### src/rtl/mb_slave_pkg.sv
// package: constants, codes and carrier types of the request handler
package mb_slave_pkg;

    // function codes
    localparam logic [7:0] FC_READ_COILS    = 8'h01;
    localparam logic [7:0] FC_READ_DISCRETE = 8'h02;
    localparam logic [7:0] FC_READ_HOLDING  = 8'h03;
    localparam logic [7:0] FC_READ_INPUT    = 8'h04;
    localparam logic [7:0] FC_WRITE_COIL    = 8'h05;
    localparam logic [7:0] FC_WRITE_REG     = 8'h06;
    localparam logic [7:0] FC_DIAG          = 8'h08;
    localparam logic [7:0] FC_WRITE_COILS   = 8'h0F;
    localparam logic [7:0] FC_WRITE_REGS    = 8'h10;
    localparam logic [7:0] FC_READ_WRITE    = 8'h17;
    localparam logic [7:0] FC_DEVICE_ID     = 8'h2B;
    localparam logic [7:0] FC_EXC_FLAG      = 8'h80;

    // exception codes
    localparam logic [7:0] EXC_CODE  = 8'h01;
    localparam logic [7:0] EXC_DATA  = 8'h02;
    localparam logic [7:0] EXC_VALUE = 8'h03;

    // process data limits in bytes
    localparam logic [15:0] MAX_BITS_RD    = 16'h00FB; // 251
    localparam logic [15:0] MAX_REGS_RD    = 16'h00FA; // 250
    localparam logic [15:0] MAX_COIL_WR    = 16'h0001; // 1
    localparam logic [15:0] MAX_REG_WR     = 16'h0002; // 2
    localparam logic [15:0] MAX_COILS_WR   = 16'h00F7; // 247
    localparam logic [15:0] MAX_REGS_WR    = 16'h00F6; // 246
    localparam logic [15:0] MAX_RW_REQ     = 16'h00F2; // 242
    localparam logic [15:0] MAX_RW_RSP     = 16'h00FA; // 250
    localparam logic [15:0] DIAG_SUB_ECHO  = 16'h0000;

    // bus address range
    localparam logic [7:0] ADDR_MIN = 8'h01;
    localparam logic [7:0] ADDR_MAX = 8'hF7; // 247

    // timing
    localparam int CLK_HZ        = 25_000_000;
    localparam int MS_NS         = 1_000_000;
    localparam int CYCLES_PER_MS = CLK_HZ / 1000;

    localparam logic [15:0] CNT_RESET = 16'h0000;

    // decoded request header
    typedef struct packed {
        logic [7:0]  unitAddr;  // serial bus address, ignored on tcp
        logic [7:0]  funcCode;
        logic [15:0] startAddr; // diag: sub-code
        logic [15:0] quantity;  // bits or registers; diag: echo data
        logic [15:0] byteCount; // process bytes carried by the request
        logic [15:0] readBytes; // process bytes the response would carry
        logic        boundaryOk; // range ends on a variable boundary
        logic        readExport; // access targets the export area
        logic        serial;     // arrived on the serial link
    } mb_req_t;

    // answer to the link
    typedef struct packed {
        logic        send;
        logic [7:0]  funcCode;
        logic [7:0]  excCode;
        logic        isExc;
        logic [3:0]  action;    // area accesses to start, one bit each; code 23 sets two
    } mb_rsp_t;

    // statistics
    typedef struct packed {
        logic [15:0] total;
        logic [15:0] valid;
        logic [15:0] invalid;
        logic [15:0] rejected;
        logic [15:0] timeouts;
        logic [7:0]  maxConc;
        logic [7:0]  avgConc;
    } mb_stats_t;

    typedef enum logic [2:0] {
        ST_IDLE = 3'b001,
        ST_EVAL = 3'b010,
        ST_RESP = 3'b100
    } mb_state_t;

endpackage

### src/rtl/modbus_slave_function_handler.sv
// request decoder, checker, statistics and master supervision
`timescale 1ns/1ps
// Functional notes
// RL1 - codes 01 import/export, 02 export only bit reads, at most 251 bytes
// RL2 - codes 03 import/export, 04 export only register reads, at most 250 bytes
// RL3 - code 05 writes one boolean to import area, one byte
// RL4 - code 06 writes one word to import area, two bytes
// RL5 - code 08 supports only sub-code 0, echoing the request
// RL6 - code 15 writes many booleans to import area, at most 247 bytes
// RL7 - code 16 writes many variables to import area, at most 246 bytes
// RL8 - code 23 writes then reads; request 242, response 250 bytes max
// RL9 - code 43 returns the identification objects
// RL10 - codes 03, 04, 16, 23 accept any data type
// RL11 - master supplies start address and count in every request
// RL12 - unsupported function code answers exception 1
// RL13 - range not ending on a variable boundary answers exception 2
// RL14 - bad field value such as length answers exception 3
// RL15 - only in run state are requests processed; otherwise silence
// RL16 - no request within monitoring time drops connection, input data per config
// RL17 - counters clear on counter-reset rising 0 to 1; above 1 counts as 1
// RL18 - count total, valid and rejected requests since reset or start-up
// RL19 - invalid counter counts exception answers only, not driver errors
// RL20 - count response timeouts
// RL21 - report maximum and average concurrent requests
// RL22 - serial link answers only its configured address 1..247
// RL23 - exception answer echoes code with top bit set plus exception code
module modbus_slave_function_handler
    import mb_slave_pkg::*;
#(
    parameter int MON_W = 32  // width of monitoring time in ms
) (
    input  wire logic            sys_clk,      // 25 mhz clock
    input  wire logic            rst,          // synchronous, active high
    input  wire logic            reqValid,     // pulse: header decoded by driver
    input  wire mb_req_t         req,          // decoded request header
    input  wire logic [7:0]      busAddr,      // configured serial address
    input  wire logic            runState,     // module is in run state
    input  wire logic [MON_W-1:0] monTimeMs,   // master monitoring time
    input  wire logic            holdLast,     // 1: keep inputs, 0: initial values
    input  wire logic [7:0]      counterReset, // reset-all-counters variable
    input  wire logic            respTimeout,  // pulse: ack not received in time
    input  wire logic [7:0]      concurrent,   // requests now being handled
    output mb_rsp_t              rsp,          // answer to the link
    output logic                 connected,    // master connection state
    output logic                 inputsInit,   // pulse: restore initial inputs
    output mb_stats_t            stats         // statistics counters
);

    // action one-hot bits
    localparam logic [3:0] ACT_READ  = 4'h1;
    localparam logic [3:0] ACT_WRITE = 4'h2;
    localparam logic [3:0] ACT_ECHO  = 4'h4;
    localparam logic [3:0] ACT_IDENT = 4'h8;

    typedef struct packed {
        mb_state_t        state;
        mb_req_t          hold;
        mb_rsp_t          rsp;
        mb_stats_t        stats;
        logic [MON_W-1:0] msCnt;
        logic [15:0]      subCnt;
        logic             connected;
        logic             inputsInit;
        logic             rstSeen;
        logic [15:0]      avgAcc;  // running average, scaled by 16
    } st_t;

    st_t stReg;
    st_t stNext;

    // ----------------------------------------------------------------
    // request checking
    // ----------------------------------------------------------------
    logic       known;
    logic       lenBad;
    logic       areaBad;
    logic [3:0] act;

    // code decode and length limits; limits compare byte counts so any data type fits
    always_comb begin
        known   = 1'b1;
        lenBad  = (stReg.hold.quantity == 16'h0000);            // [RL11]
        areaBad = 1'b0;
        act     = ACT_READ;
        unique case (stReg.hold.funcCode)
            FC_READ_COILS:    lenBad |= stReg.hold.readBytes > MAX_BITS_RD;  // [RL1]
            FC_READ_DISCRETE: begin
                lenBad |= stReg.hold.readBytes > MAX_BITS_RD;              // [RL1]
                areaBad = !stReg.hold.readExport;                         // [RL1]
            end
            FC_READ_HOLDING:  lenBad |= stReg.hold.readBytes > MAX_REGS_RD;  // [RL2] [RL10]
            FC_READ_INPUT:    begin
                lenBad |= stReg.hold.readBytes > MAX_REGS_RD;              // [RL2] [RL10]
                areaBad = !stReg.hold.readExport;                         // [RL2]
            end
            FC_WRITE_COIL:    begin
                lenBad |= stReg.hold.byteCount > MAX_COIL_WR;              // [RL3]
                act = ACT_WRITE;
            end
            FC_WRITE_REG:     begin
                lenBad |= stReg.hold.byteCount > MAX_REG_WR;               // [RL4]
                act = ACT_WRITE;
            end
            FC_DIAG:          begin
                lenBad = stReg.hold.startAddr != DIAG_SUB_ECHO;           // [RL5]
                act = ACT_ECHO;
            end
            FC_WRITE_COILS:   begin
                lenBad |= stReg.hold.byteCount > MAX_COILS_WR;             // [RL6]
                act = ACT_WRITE;
            end
            FC_WRITE_REGS:    begin
                lenBad |= stReg.hold.byteCount > MAX_REGS_WR;              // [RL7] [RL10]
                act = ACT_WRITE;
            end
            FC_READ_WRITE:    begin
                lenBad |= (stReg.hold.byteCount > MAX_RW_REQ)
                        || (stReg.hold.readBytes > MAX_RW_RSP);            // [RL8] [RL10]
                act = ACT_WRITE | ACT_READ;
            end
            FC_DEVICE_ID:     begin
                lenBad = 1'b0;
                act = ACT_IDENT;                                           // [RL9]
            end
            default:          begin
                known = 1'b0;                                              // [RL12]
                lenBad = 1'b0;
            end
        endcase
    end

    // ----------------------------------------------------------------
    // next state
    // ----------------------------------------------------------------
    logic addrMine;
    logic resetEdge;
    logic [7:0] excSel;

    assign addrMine  = !req.serial || (req.unitAddr == busAddr
                     && busAddr >= ADDR_MIN && busAddr <= ADDR_MAX);         // [RL22]
    assign resetEdge = (counterReset != 8'h00) && !stReg.rstSeen;            // [RL17]

    // exception priority: code, then area/boundary, then value
    always_comb begin
        if (!known)
            excSel = EXC_CODE;                                              // [RL12]
        else if (areaBad || !stReg.hold.boundaryOk)
            excSel = EXC_DATA;                                              // [RL13]
        else if (lenBad)
            excSel = EXC_VALUE;                                             // [RL14]
        else
            excSel = 8'h00;
    end

    always_comb begin
        stNext            = stReg;
        stNext.rsp.send   = 1'b0;
        stNext.inputsInit = 1'b0;
        stNext.rstSeen    = counterReset != 8'h00;

        // millisecond tick and master supervision
        if (stReg.subCnt == 16'(CYCLES_PER_MS - 1)) begin
            stNext.subCnt = 16'h0000;
            if (stReg.connected) begin
                if (stReg.msCnt + 1'b1 >= monTimeMs) begin
                    stNext.connected  = 1'b0;                              // [RL16]
                    stNext.inputsInit = !holdLast;                         // [RL16]
                end
                stNext.msCnt = stReg.msCnt + 1'b1;
            end
        end else begin
            stNext.subCnt = stReg.subCnt + 16'h0001;
        end

        if (respTimeout)
            stNext.stats.timeouts = stReg.stats.timeouts + 16'h0001;        // [RL20]
        if (concurrent > stReg.stats.maxConc)
            stNext.stats.maxConc = concurrent;                              // [RL21]
        // exponential average, weight 1/16; cheap and never overflows
        stNext.avgAcc = stReg.avgAcc - (stReg.avgAcc >> 4) + {8'h00, concurrent};
        stNext.stats.avgConc = stReg.avgAcc[11:4];                          // [RL21]

        unique case (stReg.state)
            ST_IDLE: begin
                if (reqValid && runState && addrMine) begin                 // [RL15] [RL22]
                    stNext.hold  = req;
                    stNext.state = ST_EVAL;
                    stNext.stats.total = stReg.stats.total + 16'h0001;      // [RL18]
                    stNext.connected = 1'b1;
                    stNext.msCnt     = '0;
                    // restart the ms phase too, else a drop could follow a request at once
                    stNext.subCnt    = 16'h0000;                            // [RL16]
                end
            end
            ST_EVAL: begin
                stNext.rsp.send = 1'b1;
                stNext.state    = ST_RESP;
                if (excSel != 8'h00) begin
                    stNext.rsp.funcCode = stReg.hold.funcCode | FC_EXC_FLAG; // [RL23]
                    stNext.rsp.excCode  = excSel;                            // [RL23]
                    stNext.rsp.isExc    = 1'b1;
                    stNext.rsp.action   = 4'h0;
                    stNext.stats.invalid  = stReg.stats.invalid + 16'h0001;   // [RL19]
                    stNext.stats.rejected = stReg.stats.rejected + 16'h0001;  // [RL18]
                end else begin
                    stNext.rsp.funcCode = stReg.hold.funcCode;
                    stNext.rsp.excCode  = 8'h00;
                    stNext.rsp.isExc    = 1'b0;
                    stNext.rsp.action   = act;
                    stNext.stats.valid  = stReg.stats.valid + 16'h0001;       // [RL18]
                end
            end
            ST_RESP: stNext.state = ST_IDLE;
        endcase

        // counter clear wins over any count in the same cycle
        if (resetEdge) begin
            stNext.stats.total    = CNT_RESET;                              // [RL17]
            stNext.stats.valid    = CNT_RESET;
            stNext.stats.invalid  = CNT_RESET;
            stNext.stats.rejected = CNT_RESET;
            stNext.stats.timeouts = CNT_RESET;
            stNext.stats.maxConc  = 8'h00;
        end
    end

    // state register
    always_ff @(posedge sys_clk) begin
        if (rst) begin
            stReg       <= '0;
            stReg.state <= ST_IDLE;
        end else begin
            stReg <= stNext;
        end
    end

    assign rsp        = stReg.rsp;
    assign connected  = stReg.connected;
    assign inputsInit = stReg.inputsInit;
    assign stats      = stReg.stats;

    // ----------------------------------------------------------------
    // assertions
    // ----------------------------------------------------------------
    // short names for the evaluation cycle keep the checks readable
    logic    inEval;
    mb_req_t held;

    assign inEval = stReg.state == ST_EVAL;
    assign held   = stReg.hold;
endmodule // modbus_slave_function_handler

### config.mk
export PLATFORM = sky130hd
export DESIGN_NAME = modbus_slave_function_handler
export DESIGN_NICKNAME = d
export VERILOG_FILES = /design/src/rtl/mb_slave_pkg.sv /design/src/rtl/modbus_slave_function_handler.sv
export SDC_FILE = /design/constraint.sdc
export NUM_CORES = 1
export LEC_CHECK = 0
export BUFFER_PORTS_ARGS = -buffer_cell sky130_fd_sc_hd__clkbuf_2
export CAP_MARGIN = 30
export CORE_ASPECT_RATIO = 1.2
export CORE_MARGIN = 8
export CORE_UTILIZATION = 50
export CTS_BUF_LIST = sky130_fd_sc_hd__clkbuf_8
export DETAILED_ROUTE_END_ITERATION = 12
export PLACE_DENSITY = 0.77
export SYNTH_ARGS = -nofsm -noshare
export SYNTH_HDL_FRONTEND = slang
export SYNTH_SLANG_ARGS = --single-unit
### constraint.sdc
create_clock -name sys_clk -period 4.05 [get_ports sys_clk]
set_clock_uncertainty 0.15 [all_clocks]
set_input_delay 0.405 -clock sys_clk [delete_from_list [all_inputs] [get_ports sys_clk]]
set_output_delay 0.405 -clock sys_clk [all_outputs]
set_load 0.02 [all_outputs]
### After elaboration in Yosys (flattened, before gate mapping)

Cells that the tools add are included.

| word-level totals | value |
|---|---|
| flip-flop bits (word level) | 271 |
| output and inout port bits | 120 |
| word-level logic and storage cells | 122 |

| operators by class | value |
|---|---|
| add/sub/neg operators | 9 |
| order comparisons | 11 |
| eq/ne operators | 17 |
| multiplexer cells | 19 |
| bitwise gates (word level) | 11 |
| reduce and logical (&&, ||, !) cells | 27 |

Operators by type and width:

| kind | count |
|---|---|
| $mux 49 | 2 |
| $add 16x1->16 const B | 6 |
| $mux 86 | 1 |
| $gt 16x8->1 const B | 5 |
| $mux 32 | 2 |
| $add 32x1->32 const B | 1 |
| $ge 32x32->1 | 1 |
| $eq 8x3->1 const B | 3 |
| $mux 22 | 1 |
| $mux 21 | 1 |
| $add 16x8->16 | 1 |
| $eq 16x15->1 const B | 1 |
| $eq 8x2->1 const B | 2 |
| $eq 8x4->1 const B | 2 |
| $eq 8x5->1 const B | 2 |
| $gt 16x1->1 const B | 1 |
| $gt 16x2->1 const B | 1 |
| $logic_not 16->1 | 1 |
| $mux 16 | 1 |
| $pmux 4 s4 | 1 |
| $reduce_bool 16->1 | 1 |
| $reduce_bool 8->1 | 2 |
| $sub 16x12->16 | 1 |
| $mux 2 | 6 |
| other kinds (22) | 48 |

### Logic depth before layout (Yosys ltp)

Gate-level depths: netlist of the first run.

| logic depth | value |
|---|---|
| word-level depth | 10 |
| mapped depth | 16 |
| gate-level depth less buffers | 15 |

### Worst setup path after synthesis of the first run

No wires, ideal clock.

| timing | value |
|---|---|
| path type | reg2reg |
| start point | register stReg[35] (netlist bit) |
| end point | register stReg, in the netlist connected |
| setup time | 0.091 ns |
| arrival | 3.254 ns |
| data required time | 3.809 ns |
| setup slack | 0.555 ns |
| cell stages (with the launch flop) | 16 |
| clock period less this slack | 3.495 ns |
| path through | dfxtp_1 nand3_1 nor4_1 and4_1 clkbuf_1 nand2_1 xnor2_1 ha_1 a21o_1 a21o_1 a21oi_1 o21ai_0 a21o_1 a21oi_1 o211ai_1 a311oi_1 |

| on the way | value |
|---|---|
| longest elaborated chain between the ends | 7 |

RTL lines:

| what | RTL line | RTL |
|---|---|---|
| start: declaration | modbus_slave_function_handler.sv:68 | `st_t stReg;` |
| start signal: assignment | modbus_slave_function_handler.sv:233 | `stReg <= stNext;` |
| $add 32x1->32 (*) | modbus_slave_function_handler.sv:165 | `if (stReg.msCnt + 1'b1 >= monTimeMs) begin` |
| $ge 32x32->1 (*) | modbus_slave_function_handler.sv:165 |  |
| $mux 2 (*) | modbus_slave_function_handler.sv:165 |  |
| $mux 2 (*) | modbus_slave_function_handler.sv:164 | `if (stReg.connected) begin` |
| $mux 2 (*) | modbus_slave_function_handler.sv:162 | `if (stReg.subCnt == 16'(CYCLES_PER_MS - 1)) begin` |
| $mux 49 | modbus_slave_function_handler.sv:185 | `if (reqValid && runState && addrMine) begin` |
| $mux 49 (*) | modbus_slave_function_handler.sv:183 | `unique case (stReg.state)` |

Mark *: on every way between the ends. The rest lies on a longest branch, timed or not.
A chain may end at the register's enable or synchronous reset.

### Worst setup path in the final report of the first run

| timing | value |
|---|---|
| start point | register stReg[37] (netlist bit) |
| end point | register stReg, in the netlist inputsInit |

| on the way | value |
|---|---|
| longest elaborated chain between the ends | 4 |

RTL lines:

| what | RTL line |
|---|---|
| $add 32x1->32 | modbus_slave_function_handler.sv:165 |
| $ge 32x32->1 | modbus_slave_function_handler.sv:165 |
| $not 1->1 (no line) | n/a |
| $reduce_or 4->1 (no line) | n/a |

No other way between the ends.

==> results of run 1 <==
==> cells in the mapped netlist, types with 2 or more instances <==
cell	n	area, sq um
a211o_1	2	17.52
a211oi_1	5	37.54
a21o_1	16	120.1
a21oi_1	123	615.6
a221oi_1	2	17.52
a22oi_1	3	22.52
a31oi_1	4	25.02
and2_1	6	37.54
and3_1	25	156.4
and4_1	8	70.07
buf_1	12	45.04
buf_2	3	15.01
buf_4	118	885.9
clkbuf_1	58	217.7
dfxtp_1	256	5125
fa_1	8	160.2
ha_1	67	838.3
inv_1	92	345.3
mux2i_1	16	160.2
nand2_1	269	1010
nand2b_1	3	18.77
nand3_1	53	265.3
nand4_1	37	231.5
nor2_1	175	656.9
nor2b_1	9	56.30
nor3_1	23	115.1
nor3b_1	3	22.52
nor4_1	34	212.7
nor4b_1	2	17.52
o211ai_1	11	82.58
o21a_1	5	37.54
o21ai_0	25	125.1
o21bai_1	5	37.54
o311ai_0	4	35.03
o31ai_1	7	52.55
o41ai_1	4	35.03
or2_2	6	37.54
or3_1	24	150.1
or3b_2	2	17.52
or4_1	17	127.6
xnor2_1	64	560.5
xor2_1	77	674.4
==> state kept, by name, summed over array words and instances, names as in the netlist <==
name	cells
stats	96
rsp	16
inputsInit	1
held	74
connected	1
stNext	8
stReg	60
==> stage by stage <==
step | total power [W] | hold slack (ps) | std cells | area (sq um) | setup slack, ps
detailed placement | 0.004504 | 296.9 | 2133 | 14420 | 241.4
global route | 0.007431 | 24.63 | 2291 | 16210 | 82.96
CTS | 0.007037 | 8.026 | 2288 | 16150 | 209.9
global placement | 0.004436 | 280.9 | 2133 | 14420 | 373.5
floorplan | 0.004127 | 267.5 | 1712 | 13750 | 554.7
finish | 0.006991 | 28.00 | 2291 | 16210 | 403.3
==> worst max-delay path, stage by stage, from the launching register on <==
cell	delay, ps
dfxtp_1	430
nand3_1	230
nor4_1	330
buf_4	190
and4_1	330
and4_1	310
nand3_1	120
xnor2_1	150
ha_1	320
nand4_1	130
nor4_1	300
o21ai_0	140
o211ai_1	220
nor4b_2	220
==> final cells by class <==
type / instances / area share
antenna: 2 / 0.0003088
multi-input combinational: 1172 / 0.4402
tap: 340 / 0.02625
timing repair buffer: 354 / 0.1387
inverter: 92 / 0.02131
clock buffer: 56 / 0.04756
clock inverter: 19 / 0.009497
sequential: 256 / 0.3162
==> final timing paths <==
path | from | end | slack (ps) | cells past startpoint
setup / recovery | stReg[37]$_SDFF_PP0_ | inputsInit$_SDFF_PP0_ | 400 | 13
hold / removal | runState | stReg[269]$_SDFFE_PP0P_ | 30 | 3
setup reg to reg | stReg[37]$_SDFF_PP0_ | inputsInit$_SDFF_PP0_ | 400 | 13
hold reg to reg | held[62]$_SDFFE_PP0P_ | held[62]$_SDFFE_PP0P_ | 300 | 2
==> what timing repair did <==
action                                 4_1_cts  5_1_grt
resized for setup                            0        6
endpoints found under the hold margin       80        0
setup endpoints to repair                    0        2
hold buffers                                80        0
==> layer usage <==
layer / vias up / track usage / part of all wire
met4: 0 / 0.1046 / 0.044
met5: - / 0 / 0
met1: 5734 / 0.2415 / 0.41
met2: 430 / 0.3686 / 0.48
li1: 6068 / - / -
met3: 95 / 0.05738 / 0.071
==> power groups by stage <==
| stage | combinational [W] | clock, W | sequential [W] |
|---|---|---|---|
| 2_1_floorplan | 0.00137 | 0 | 0.00276 |
| 5_1_grt | 0.00204 | 0.00264 | 0.00275 |
| 6_report | 0.00180 | 0.00245 | 0.00274 |
| 4_1_cts | 0.00179 | 0.00251 | 0.00274 |
| 3_5_place_dp | 0.00171 | 0 | 0.00279 |
| 3_3_place_gp | 0.00165 | 0 | 0.00279 |
==> placed cells by master (no fill, tap or decap), types with 7 or more instances in the layout <==
cell	Yosys	final
inv_1	92	105
and4_1	8	7
or4_1	17	17
nor4_1	34	33
mux2i_1	16	16
o211ai_1	11	11
ha_1	67	66
a21oi_1	123	123
a21o_1	16	16
dfxtp_1	256	256
xnor2_1	64	64
o31ai_1	7	7
o21ai_0	25	25
nor2_1	175	174
nor3_1	23	23
nand4_1	37	37
xor2_1	77	77
and3_1	25	25
nor2b_1	9	9
clkbuf_2	0	257
dlygate4sd3_1	0	80
buf_4	118	15
nand2_1	269	269
clkbuf_8	0	56
or3_1	24	24
fa_1	8	8
nand3_1	53	52
==> kinds of logic (layout without fill, tap and decap cells) <==
kind of cell	count (synthesis)	count (layout)	synth area share
other	1	8	0.0002731
multiplexers	17	17	0.01248
AO/OA/AOI/OAI	229	229	0.1011
buffers and inverters	284	521	0.1107
XOR/XNOR	141	141	0.08995
flip-flops	256	256	0.3733
AND/OR/NAND/NOR	704	704	0.2395
adder cells (fa/ha/maj)	75	75	0.07272
==> impl_metrics.env, run 1 <==
export IMPL_swShare=0.3022
export IMPL_rsz0062_at_grt="false"
export IMPL_drive_gt1_frac=0.1832
export IMPL_crit_type="flop to flop"
export IMPL_hp_class="primary input to flop"
export IMPL_arrival_ps=3940
export IMPL_synth_cell_types=66
export IMPL_chipWidth_um=167.3
export IMPL_cap_violations=0
export IMPL_max_slew_margin=0.4970
export IMPL_intPower_w=0.004879
export IMPL_pwr_share_comb=0.257
export IMPL_synth_edff_count=0
export IMPL_multiInputGateArea_sq_mm=0.007133
export IMPL_antenna_found_initial=2
export IMPL_finalSetupTns_ps=0
export IMPL_coreArea_sq_mm=0.02709
export IMPL_cts_sinks=256
export IMPL_numCtsBuffers=44
export IMPL_grt_pass1_vias=12120
export IMPL_startpoint_type="flop"
export IMPL_register_area_sq_mm=0.005125
export IMPL_first_pass_iters=8
export IMPL_overflow=0
export IMPL_grt_max_degree=104
export IMPL_worst_ep_required_time_ps=4350
export IMPL_routabilityCongestion=0.9139
export IMPL_min_period_ps=3647
export IMPL_synth_seq_area_share=0.3733
export IMPL_irDropWorstVdd_v=0.0002911
export IMPL_pwr_density_cell_mw_per_mm2=431.4
export IMPL_post_cts_buffers=0
export IMPL_worstMarginPinSlew_ps=754.4
export IMPL_grt_pass1_wl_um=59230
export IMPL_final_core_util=0.5983
export IMPL_max_freq_mhz=274.2
export IMPL_clock_root_buffer="clkbuf_8"
export IMPL_syn2layout_area_growth_pct=18.03
export IMPL_path_clk_slew_ps=60
export IMPL_cts_buffer_depth=3
export IMPL_status="finished clean"
export IMPL_num_rows=66
export IMPL_fp_dieH_um=197.5
export IMPL_power_switching_w=0.002113
export IMPL_finalWirelength_um=36320
export IMPL_first_iter_violations=778
export IMPL_grtUsageTotal=0.2134
export IMPL_num_vias=12330
export IMPL_htreeDepth=2
export IMPL_synth_ff_type="dfxtp_1"
export IMPL_ys_ff_latch=256
export IMPL_fin_nets=2140
export IMPL_p_leak_nw=6.963
export IMPL_p_clk_frac=0.351
export IMPL_ys_warn_count=0
export IMPL_ioPinCount=265
export IMPL_ant_nets=0
export IMPL_port_buffers=258
export IMPL_finalSetupViolCount=0
export IMPL_final_max_slew_viol_count=0
export IMPL_min_period_over_period=0.9004
export IMPL_cts_tree="yes"
export IMPL_syn_inst=1707
export IMPL_clk_latency_ps=540
export IMPL_start_util=0.5069
export IMPL_synth_area_per_cell_sq_um=8.043
export IMPL_cp_max_fo=7
export IMPL_pwr_share_seq=0.392
export IMPL_drt_drc_violations_left=0
export IMPL_wire_per_inst_um=15.85
export IMPL_dpl_hpwl_um=24910
export IMPL_finalHoldViolCount=0
export IMPL_fillers=2344
export IMPL_async_flop_share=0
export IMPL_detail_route_vias_per_cell=5.381
export IMPL_netlist_area_sq_mm=0.01373
export IMPL_die_area_sq_mm=0.03304
export IMPL_end_kind="flop"
Note: power is estimated with default switching activity, not from simulation.
==> run 2: changes to the inputs <==
--- a/config.mk
+++ b/config.mk
@@ -12,7 +12,7 @@
 export CORE_UTILIZATION = 50
 export CTS_BUF_LIST = sky130_fd_sc_hd__clkbuf_8
 export DETAILED_ROUTE_END_ITERATION = 12
-export PLACE_DENSITY = 0.77
+export PLACE_DENSITY = 0.84
 export SYNTH_ARGS = -nofsm -noshare
 export SYNTH_HDL_FRONTEND = slang
 export SYNTH_SLANG_ARGS = --single-unit
==> run 2 against run 1 <==
  * Total power fell by 3.9%
  * Die area unchanged
  * Non-clock buffer count grew 5
  * Critical path depth is 1 lower
  * Global-route usage is 1.3 points higher
  * Setup slack worse by 84 ps
  * Maximum frequency down 2.3%
  * Flip-flop and latch count is the same
  * Worst hold slack better by 24 ps
  * Critical path type unchanged
  * Critical endpoint is now connected$_SDFF_PP0_
==> impl_metrics.env, run 2 (synthesis gave the netlist of run 1 again) <==
export IMPL_layout_commonest_cell="nand2_1"
export IMPL_pwr_density_cell_mw_per_mm2=417.6
export IMPL_startpoint_type="flop"
export IMPL_arrival_ps=4020
export IMPL_grt_pass1_vias=12620
export IMPL_cpPeakStageDelay_ps=550
export IMPL_pwr_share_comb=0.270
export IMPL_wire_per_inst_um=16.70
export IMPL_p_leak_nw=6.917
export IMPL_cts_buffer_depth=3
export IMPL_finalWirelength_um=38250
export IMPL_critPathSlowestCell="a2111oi_0"
export IMPL_overflow=0
export IMPL_min_period_ps=3731
export IMPL_layoutNonFillerInstCount=2291
export IMPL_irDropWorstVdd_v=0.0003090
export IMPL_htreeDepth=2
export IMPL_max_freq_mhz=268.0
export IMPL_finalSetupTns_ps=0
export IMPL_power_switching_w=0.002125
export IMPL_grt_max_degree=96
export IMPL_worstMarginPinSlew_ps=962.5
export IMPL_ant_nets=0
export IMPL_placed_cells=2135
export IMPL_clk_latency_ps=550
export IMPL_grtUsageTotal=0.2261
export IMPL_rsz0062_at_grt="false"
export IMPL_intPower_w=0.004591
export IMPL_p_clk_frac=0.323
export IMPL_chipWidth_um=167.3
export IMPL_finalHoldViolCount=0
export IMPL_crit_type="flop to flop"
export IMPL_pwr_share_seq=0.408
export IMPL_dpl_hpwl_um=25080
export IMPL_end_kind="flop"
export IMPL_largest_reg_flops=96
export IMPL_status="finished clean"
export IMPL_final_cell_mix="nand2_1, clkbuf_2, dfxtp_1, nor2_1, a21oi_1"
export IMPL_routabilityCongestion=0.8851
export IMPL_num_vias=12520
export IMPL_dpl_instance_area_sq_mm=0.01445
export IMPL_final_max_slew_viol_count=0
export IMPL_hp_class="primary input to flop"
export IMPL_fp_dieH_um=197.5
export IMPL_finalSetupViolCount=0
export IMPL_cp_max_fo=5
export IMPL_first_pass_iters=7
export IMPL_port_buffers=258
export IMPL_clock_root_buffer="clkbuf_8"
export IMPL_path_clk_slew_ps=60
export IMPL_syn2layout_area_growth_pct=17.15
export IMPL_fin_nets=2143
export IMPL_fin_area_sq_mm=0.01608
export IMPL_grt_pass1_wl_um=62370
export IMPL_numCtsBuffers=42
export IMPL_critical_path_cell_chain="nand3_1 > nor2_1 > xor2_1 > ha_1 > a21o_1 > a21o_1 > a21o_1 > a211o_1 > a31o_2 > a2111oi_0 > o211ai_1 > a311oi_1"
export IMPL_drt_drc_violations_left=0
export IMPL_start_util=0.5069
export IMPL_first_iter_violations=778
export IMPL_max_slew_margin=0.3583
export IMPL_worst_ep_required_time_ps=4340
export IMPL_min_period_over_period=0.9212
export IMPL_antenna_found_initial=1
export IMPL_ioPinCount=265
export IMPL_detail_route_vias_per_cell=5.464
export IMPL_die_area_sq_mm=0.03304
export IMPL_cts_sinks=256
export IMPL_cts_tree="yes"
export IMPL_cap_violations=0
export IMPL_post_cts_buffers=0
export IMPL_coreArea_sq_mm=0.02709
export IMPL_post_cts_resized=0
export IMPL_swShare=0.3165
export IMPL_drive_gt1_frac=0.1795
export IMPL_num_rows=66
export IMPL_critical_path_most_common_cell="a21o_1"
## run 2: through the flow
| step | util | hold slack (ps) | setup WS (ps) | power, W |
|---|---|---|---|---|
| floorplan | - | 267.5 | 554.7 | 0.004127 |
| global placement | 0.5335 | 278.8 | 390.3 | 0.004429 |
| detailed placement | 0.5335 | 295.9 | 341.0 | 0.004505 |
| CTS | 0.5937 | 11.95 | 321.9 | 0.006741 |
| global route | 0.5938 | 34.81 | 73.90 | 0.007149 |
| finish | 0.5938 | 52.34 | 318.9 | 0.006717 |
## run 2: timing repair
item | in CTS | in global routing
setup endpoints to repair | 0 | 0
hold buffers | 84 | 0
hold endpoints to repair | 83 | 0
## run 2: routing by layer
| metal | track usage | wire length [um] |
|---|---|---|
| met5 | 0 | 0 |
| met4 | 0.1076 | 1719 |
| met3 | 0.06257 | 3411 |
| met2 | 0.4052 | 18590 |
| met1 | 0.2442 | 14530 |
## run 2: final cells by class
type	count	area, sq um
Antenna cell	1	2.502
Timing Repair Buffer	359	2287
Tap cell	340	425.4
Clock buffer	51	701.9
Multi-Input combinational cell	1172	7109
Clock inverter	20	87.58
Sequential cell	256	5125
Inverter	92	345.3
Fill cell	2257	11000
## run 2: final timing paths
check,from,end,slack (ps),cells after the start
setup / recovery,stReg[35]$_SDFF_PP0_,connected$_SDFF_PP0_,320,12
hold / removal,counterReset[2],stReg[16]$_SDFF_PP0_,50,4
setup reg to reg,stReg[35]$_SDFF_PP0_,connected$_SDFF_PP0_,320,12
hold reg to reg,held[9]$_SDFFE_PP0P_,held[9]$_SDFFE_PP0P_,310,2
## run 2: power by group through the flow
stage	registers [W]	clock network, W	logic (W)
2_1_floorplan	0.00276	0	0.00137
3_3_place_gp	0.00278	0	0.00164
3_5_place_dp	0.00279	0	0.00172
4_1_cts	0.00273	0.00221	0.00180
5_1_grt	0.00275	0.00234	0.00206
6_report	0.00274	0.00217	0.00181
## run 2: critical path: cells and delay by family (launching register included)
kind | cells | cell delay, ps
compound gates | 8 | 2110
simple gates | 2 | 450
flops | 1 | 400
fa+ha+maj | 1 | 290
xor+xnor | 1 | 220
